`src/vsss_pkg.sv`:
```
// Package for the VID and sleep-mode setpoint selector
package vsss_pkg;
    // Widths, target voltages in millivolts and timing
    localparam int          VID_W          = 6;
    localparam int          MV_W           = 11;
    localparam logic [10:0] VID_TOP_MV     = 11'h6ac;  // 1708 mV
    localparam logic [10:0] VID_STEP_MV    = 11'h010;  // 16 mV
    localparam int          SETTLE_NS      = 10000;    // 10 us
    localparam int          CLK_PERIOD_NS  = 20;
    localparam int          SETTLE_CYC     = (SETTLE_NS + CLK_PERIOD_NS - 1)
                                             / CLK_PERIOD_NS;
    localparam int          SETTLE_W       = 10;
    localparam int          MASK_CYC       = 16;
    localparam int          MASK_W         = 5;

    typedef enum logic [2:0] {
        VSSS_BOOT   = 3'b000,
        VSSS_WAIT   = 3'b001,
        VSSS_RUN    = 3'b011
    } vsss_state_t;

    typedef enum logic [1:0] {
        VSSS_MODE_ACTIVE  = 2'h0,
        VSSS_MODE_DEEP    = 2'h1,
        VSSS_MODE_DEEPER  = 2'h2
    } vsss_mode_t;

    typedef struct packed {
        logic [MV_W-1:0] target_mv;
        vsss_mode_t      mode;
        logic            diode_emul;
        logic            two_channel;
        logic            booting;
    } vsss_status_t;
endpackage

```
`src/vsss_top.sv`:
```
// VID decode, sleep mode select, boot handover and power-good masking
//
// What this block does
// - A 6-bit VID code maps to 1708 mV minus 16 mV per step, down to 700.
// - After start-up, stop-cpu high and deeper-sleep low gives active mode.
// - After start-up, in active mode the target follows every new VID code.
// - After start-up, both sleep inputs low gives deep sleep, its setpoint, diode mode.
// - After start-up, deeper-sleep high gives deeper sleep and its setpoint.
// - Power-good out is held low while the target moves between codes.
// - During start-up the target is the boot setpoint.
// - After the shared power-good rises, wait 10 us then go to VID.
// - Overcurrent flags when sampled current is at or above threshold.
// - Channel select high runs two channels, low runs one.
module vsss_top
    import vsss_pkg::*;
#(
    parameter int CUR_W = 12
) (
    input  wire logic              i_clock,
    input  wire logic              i_rst,
    input  wire logic [VID_W-1:0]  i_volt_id,
    input  wire logic              i_stop_cpu_n_in,
    input  wire logic              i_deeper_sleep_in,
    input  wire logic              i_channel_count_sel,
    input  wire logic [MV_W-1:0]   i_boot_setpoint,
    input  wire logic [MV_W-1:0]   i_deep_sleep_setpoint,
    input  wire logic [MV_W-1:0]   i_deeper_sleep_setpoint,
    input  wire logic              i_power_ok_line,
    input  wire logic              i_output_in_window,
    input  wire logic [CUR_W-1:0]  i_sampled_current,
    input  wire logic [CUR_W-1:0]  i_overcurrent_threshold_ref,
    output logic [MV_W-1:0]        o_target_mv,
    output logic [MV_W-1:0]        o_decoded_target_voltage,
    output vsss_mode_t             o_mode,
    output logic                   o_diode_emul,
    output logic                   o_two_channel,
    output logic                   o_booting,
    output logic                   o_power_ok_out,
    output logic                   o_power_ok_oe,
    output logic                   o_overcurrent
);

    ////////////////////////////////////////////////////////////////////////
    // Synchronisers
    logic [VID_W-1:0] vid_s1_reg, vid_s2_reg;
    logic [2:0]       ctl_s1_reg, ctl_s2_reg;

    always_ff @(posedge i_clock) begin
        if (i_rst) begin
            vid_s1_reg <= '0;
            vid_s2_reg <= '0;
            ctl_s1_reg <= '0;
            ctl_s2_reg <= '0;
        end else begin
            vid_s1_reg <= i_volt_id;
            vid_s2_reg <= vid_s1_reg;
            ctl_s1_reg <= {i_power_ok_line, i_deeper_sleep_in,
                           i_stop_cpu_n_in};
            ctl_s2_reg <= ctl_s1_reg;
        end
    end

    logic stop_n, deeper, pok_line;
    assign stop_n   = ctl_s2_reg[0];
    assign deeper   = ctl_s2_reg[1];
    assign pok_line = ctl_s2_reg[2];

    ////////////////////////////////////////////////////////////////////////
    // VID decode
    logic [MV_W-1:0] vid_mv;
    assign vid_mv = VID_TOP_MV
                    - MV_W'({5'h00, vid_s2_reg} * VID_STEP_MV);

    always_ff @(posedge i_clock) begin
        if (i_rst) o_decoded_target_voltage <= VID_TOP_MV;
        else       o_decoded_target_voltage <= vid_mv;
    end

    ////////////////////////////////////////////////////////////////////////
    // Boot handover
    vsss_state_t           state_reg;
    logic [SETTLE_W-1:0]   settle_reg;

    always_ff @(posedge i_clock) begin
        if (i_rst) begin
            state_reg  <= VSSS_BOOT;
            settle_reg <= '0;
        end else begin
            case (state_reg)
                VSSS_BOOT: begin
                    settle_reg <= '0;
                    // Outside pull-up released the shared line
                    if (pok_line) state_reg <= VSSS_WAIT;
                end
                VSSS_WAIT: begin
                    if (settle_reg == SETTLE_W'(SETTLE_CYC - 1))
                        state_reg <= VSSS_RUN;
                    else
                        settle_reg <= settle_reg + 1'b1;
                end
                VSSS_RUN:  state_reg <= VSSS_RUN;
                default:   state_reg <= VSSS_BOOT;
            endcase
        end
    end

    ////////////////////////////////////////////////////////////////////////
    // Mode and target select
    vsss_status_t st_next;

    always_comb begin
        st_next.two_channel = i_channel_count_sel;
        st_next.booting     = (state_reg != VSSS_RUN);
        if (state_reg != VSSS_RUN) begin
            st_next.mode       = VSSS_MODE_ACTIVE;
            st_next.target_mv  = i_boot_setpoint;
            st_next.diode_emul = 1'b0;
        end else if (deeper) begin
            st_next.mode       = VSSS_MODE_DEEPER;
            st_next.target_mv  = i_deeper_sleep_setpoint;
            st_next.diode_emul = 1'b1;
        end else if (!stop_n) begin
            st_next.mode       = VSSS_MODE_DEEP;
            st_next.target_mv  = i_deep_sleep_setpoint;
            st_next.diode_emul = 1'b1;
        end else begin
            st_next.mode       = VSSS_MODE_ACTIVE;
            st_next.target_mv  = vid_mv;
            st_next.diode_emul = 1'b0;
        end
    end

    always_ff @(posedge i_clock) begin
        if (i_rst) begin
            o_target_mv   <= '0;
            o_mode        <= VSSS_MODE_ACTIVE;
            o_diode_emul  <= 1'b0;
            o_two_channel <= 1'b0;
            o_booting     <= 1'b1;
        end else begin
            o_target_mv   <= st_next.target_mv;
            o_mode        <= st_next.mode;
            o_diode_emul  <= st_next.diode_emul;
            o_two_channel <= st_next.two_channel;
            o_booting     <= st_next.booting;
        end
    end

    ////////////////////////////////////////////////////////////////////////
    // Power-good masking: any target or mode move restarts a blanking window
    logic [MASK_W-1:0] mask_reg;
    logic              moving;
    assign moving = (st_next.target_mv != o_target_mv)
                    || (st_next.mode != o_mode);

    always_ff @(posedge i_clock) begin
        if (i_rst)
            mask_reg <= '0;
        else if (moving)
            mask_reg <= MASK_W'(MASK_CYC);
        else if (mask_reg != '0)
            mask_reg <= mask_reg - 1'b1;
    end

    // Open drain: pin pulled low only while running and moving, masked or out of window
    always_ff @(posedge i_clock) begin
        if (i_rst) begin
            o_power_ok_out <= 1'b0;
            o_power_ok_oe  <= 1'b0;
        end else begin
            o_power_ok_out <= 1'b0;
            o_power_ok_oe  <= (state_reg == VSSS_RUN)
                              && (moving || mask_reg != '0
                                  || !i_output_in_window);
        end
    end

    ////////////////////////////////////////////////////////////////////////
    // Overcurrent compare
    always_ff @(posedge i_clock) begin
        if (i_rst) o_overcurrent <= 1'b0;
        else       o_overcurrent <= (i_sampled_current
                                     >= i_overcurrent_threshold_ref);
    end

    ////////////////////////////////////////////////////////////////////////
    // Checks
    AST_VID_DECODE: assert property (@(posedge i_clock) disable iff (i_rst)
        o_decoded_target_voltage == VID_TOP_MV
        - MV_W'({5'h00, $past(vid_s2_reg)} * VID_STEP_MV))
        else $error("VID decode wrong");
    AST_ACTIVE: assert property (@(posedge i_clock) disable iff (i_rst)
        (state_reg == VSSS_RUN && stop_n && !deeper) |=>
        (o_mode == VSSS_MODE_ACTIVE && o_target_mv == $past(vid_mv)))
        else $error("Active mode wrong");
    AST_FOLLOW: assert property (@(posedge i_clock) disable iff (i_rst)
        (state_reg == VSSS_RUN && stop_n && !deeper && $changed(vid_mv))
        |=> o_target_mv == $past(vid_mv))
        else $error("VID change not followed");
    AST_DEEP: assert property (@(posedge i_clock) disable iff (i_rst)
        (state_reg == VSSS_RUN && !stop_n && !deeper) |=>
        (o_diode_emul && o_mode == VSSS_MODE_DEEP))
        else $error("Deep sleep wrong");
    AST_DEEPER: assert property (@(posedge i_clock) disable iff (i_rst)
        (state_reg == VSSS_RUN && deeper) |=>
        (o_mode == VSSS_MODE_DEEPER
         && o_target_mv == $past(i_deeper_sleep_setpoint)))
        else $error("Deeper sleep wrong");
    AST_MASK: assert property (@(posedge i_clock) disable iff (i_rst)
        (state_reg == VSSS_RUN && moving) |=> o_power_ok_oe [*8])
        else $error("Power-good not masked");
    AST_BOOT: assert property (@(posedge i_clock) disable iff (i_rst)
        (state_reg != VSSS_RUN) |=>
        o_target_mv == $past(i_boot_setpoint))
        else $error("Boot target wrong");
    AST_SETTLE: assert property (@(posedge i_clock) disable iff (i_rst)
        (state_reg == VSSS_BOOT && pok_line) |=>
        (state_reg == VSSS_WAIT) [*8])
        else $error("Handover too early");
    // Skip the edge right after reset: the flag still holds its reset value
    AST_OC: assert property (@(posedge i_clock) disable iff (i_rst)
        !$past(i_rst) |->
        o_overcurrent == ($past(i_sampled_current)
                          >= $past(i_overcurrent_threshold_ref)))
        else $error("Overcurrent flag wrong");
    AST_CHAN: assert property (@(posedge i_clock) disable iff (i_rst)
        !$past(i_rst) |->
        o_two_channel == $past(i_channel_count_sel))
        else $error("Channel count wrong");

endmodule // vsss_top

```
`config.mk`:
```
export PLATFORM = sky130hd
export DESIGN_NAME = vsss_top
export DESIGN_NICKNAME = d
export VERILOG_FILES = /design/src/vsss_pkg.sv /design/src/vsss_top.sv
export SDC_FILE = /design/constraint.sdc
export NUM_CORES = 1
export LEC_CHECK = 0
export BUFFER_PORTS_ARGS = -buffer_cell sky130_fd_sc_hd__buf_2
export CORE_ASPECT_RATIO = 0.9
export CORE_MARGIN = 10
export CORE_UTILIZATION = 47
export DETAILED_ROUTE_END_ITERATION = 10
export GPL_TIMING_DRIVEN = 0
export HOLD_SLACK_MARGIN = 0.08
export PLACE_DENSITY = 0.82
export SLEW_MARGIN = 20
export SYNTH_ARGS = -nofsm -noshare
export SYNTH_HDL_FRONTEND = slang
export SYNTH_SLANG_ARGS = --single-unit
export TNS_END_PERCENT = 5
```
`constraint.sdc`:
```
create_clock -name i_clock -period 2.31 [get_ports i_clock]
set_input_delay 0.1155 -clock i_clock [delete_from_list [all_inputs] [get_ports i_clock]]
set_output_delay 0.1155 -clock i_clock [all_outputs]
set_load 0.05 [all_outputs]
```
==> out/qor.txt <==
Die area -> 10,110 um^2
Largest net degree at the start of global routing -> 11
Slew Limit Fails -> 0
Mean area per synthesized cell -> 8.758 um^2
Top sig layer -> met4
Worst slew margin -> 0.6397
Share of layout cells above drive strength 1 -> 0.3046
Final setup TNS -> 0 ps
Cell count after synthesis -> 348
Synth Cell Area -> 3048 um^2
Most frequent cells in the layout -> 100 x buf_2, 60 x dfxtp_1, 30 x nor2b_1
Status -> finished clean
FP Rows -> 27
Area contributors post-synth -> dfxtp_1 39%, ha_1 6.6%, nor2b_1 6.2%
Largest register FFs -> 11
Clock Sinks -> 60
CTS H-Tree Depth -> 3
Post-synth ARST share -> 0
Port bufs -> 94
Pwr dens -> 579.4 nW/um^2
Cell family with most CP delay -> multiplexers
Hold Path Cell Cnt -> 3
Ys flop type -> dfxtp_1
Hold_ws -> 84.34 ps
Post-layout util -> 0.6463
Final Hold Vio Count -> 0
Fin nets -> 558
Die H -> 96.40 um
Routed WL -> 8.832 mm
Worst skew pair latency -> 330 ps
Final setup violating endpoints -> 0
Inserted Clock Buffers -> 9
Worst path bufs/invs -> 1
CP Data Required Time -> 2510 ps
Leading area contributor after synthesis -> dfxtp_1
Max VDD drop -> 0.4140 mV
Startpoint types -> register
CTS tree -> built
Min Tclk post-route -> 2284 ps
Endpoint, Worst Hold -> o_target_mv[6]
WL met3 -> 813 um
CTS Root Cell -> clkbuf_8
Critical path class -> register to register
CTS max path bufs -> 2
Top achievable clock speed -> 437.9 MHz
Crit-path max cell delay -> 380 ps
Initial core utilization -> 0.4903
Remaining DRCs -> 0
Area growth from synthesis to layout -> 31.81%
Register bit total from synthesis -> 60
Met1 wire length -> 3.670 mm
Number of DRC markers in iteration 0 -> 218
First-pass GRT wire length -> 13.86 mm
Synth cell types -> 56
CORE AREA -> 6216 um^2
Worst path cell trace -> a21oi_4, mux2i_4, mux2_2, a211oi_1, nand4_1, buf_4, nor2_2, a21oi_1
Commonest non-fill, non-tap cell in the layout -> buf_2
Top cell type's share of synthesized area -> 0.3941
Worst-margin pin slew -> 540.5 ps
Hpwl dp -> 6.664 mm
Final cycle utilization of the critical path -> 0.9887
Metal2 WL -> 4.159 mm
Element type at the critical path end -> register
DR pass1 iterations -> 5
Vias -> 2,951
Worst R2R End -> mask_reg[4]
Post-Route Skew -> 3.507 ps
CP max FO -> 5
Critical R2R Launch -> vid_s2_reg[0]
Setup slack, reg-to-reg -> 30 ps
Routed len/inst -> 15.69 um
Hold Path Class -> primary input to register
Slowest stage cell, crit path -> dfxtp_1
Initial antenna violation count -> 0
Clock slew at reported path FFs -> 60 ps
Post-route cell area -> 4018 um^2
Die X -> 104.9 um
Signal arrival time at the worst endpoint -> 2480 ps
ANT nets after route -> 0
GP Congestion -> 0.8956
Max cap viols -> 0
Grt total ovfl -> 0
Final WS setup -> 26.17 ps
Yosys warnings -> 0
Top Ports -> 100
Vias/cell -> 5.242
Sequential area share after synthesis -> 0.3941
DP Area -> 3638 um^2
GRT Resource Usage Total -> 0.1683
Antenna diodes -> 0
Pleak -> 1.795 nW
R2r worst-path depth -> 8
Place WS -> -60.02 ps
Hold wc startpoint -> i_boot_setpoint[6]
Post-synth EDFFs -> 0
Vias in the first global route -> 2,951
[what timing repair did]
action                                  CTS  global route
setup buffers                             0             1
hold endpoints to repair                 15             0
hold buffers                             15             0
resized for setup                         2             9
pin swaps                                 0             2
endpoints found under the setup margin    5             6
[cells in the mapped netlist (3+ instances only)]
cell	n
nand2b_1	7
nor2b_1	30
nand2_1	19
xnor2_1	7
a211oi_1	3
nand3_1	6
a21oi_1	24
nor3b_1	4
clkbuf_1	7
or3_1	4
dfxtp_1	60
a21o_1	3
mux2_2	3
nor2_1	26
nand4_1	7
o21ai_0	7
buf_4	6
buf_6	3
buf_2	6
nor3_1	12
inv_1	23
mux2i_1	3
nor4_1	4
o2111ai_1	3
a31oi_1	4
a21boi_0	3
xor2_1	9
ha_1	16
[through the flow]
step,instances,power [mW]
after global routing,563,2.432
after detailed placement,532,1.495
final,563,2.328
after global placement,532,1.482
after CTS,562,2.329
after floorplan,351,1.367
[per-layer routing]
layer	GRT usage	vias up
li1	-	1438
met1	0.1945	1352
met2	0.2813	140
met3	0.07478	21
met4	0.04566	0
met5	0	-
[worst reg2reg max path, stage by stage (launching register included)]
cell and delay, ps:
dfxtp_1 380, a21oi_4 220, mux2i_4 300, mux2_2 360, a211oi_1 350, nand4_1 150, buf_4 190, nor2_2 110
a21oi_1 80
[cell families (layout without fill, tap and decap cells)]
group                    count (synthesis)  in the layout  synth area share
AO/OA/AOI/OAI                           68             68            0.1539
XOR/XNOR                                16             16           0.04598
adder cells (fa/ha/maj)                 16             16           0.06568
buffers and inverters                   46            171           0.07430
flip-flops                              60             60            0.3941
multiplexers                             6              6           0.02094
other                                    2              5          0.002464
AND/OR/NAND/NOR                        134            134            0.2426
[area by class of cell]
type,count,area (um^2)
timing repair buffer,110,628.1
inverter,23,86.33
buffer,23,141.4
multi-input combinational,245,1683
clock buffer,13,158.9
fill,547,2198
tap,87,108.9
clock inverter,2,10.01
sequential,60,1201
[worst max path at each step]
stage,to,depth (start not counted),slack (ps),start
after floorplan,o_power_ok_oe,7,400,vid_s2_reg[0]
after global placement,o_power_ok_oe,7,5,vid_s2_reg[0]
after detailed placement,mask_reg[4],7,-60,vid_s2_reg[0]
after CTS,mask_reg[4],9,20,ctl_s2_reg[0]
after global routing,mask_reg[4],8,-100,vid_s2_reg[0]
final,mask_reg[4],8,30,vid_s2_reg[0]
[report_power, final]
group / internal, mW / switching [mW]
Clock: 0.439 / 0.384
Sequential: 1.07 / 0.0256
Combinational: 0.171 / 0.236
(Power assumes the default switching activity.)
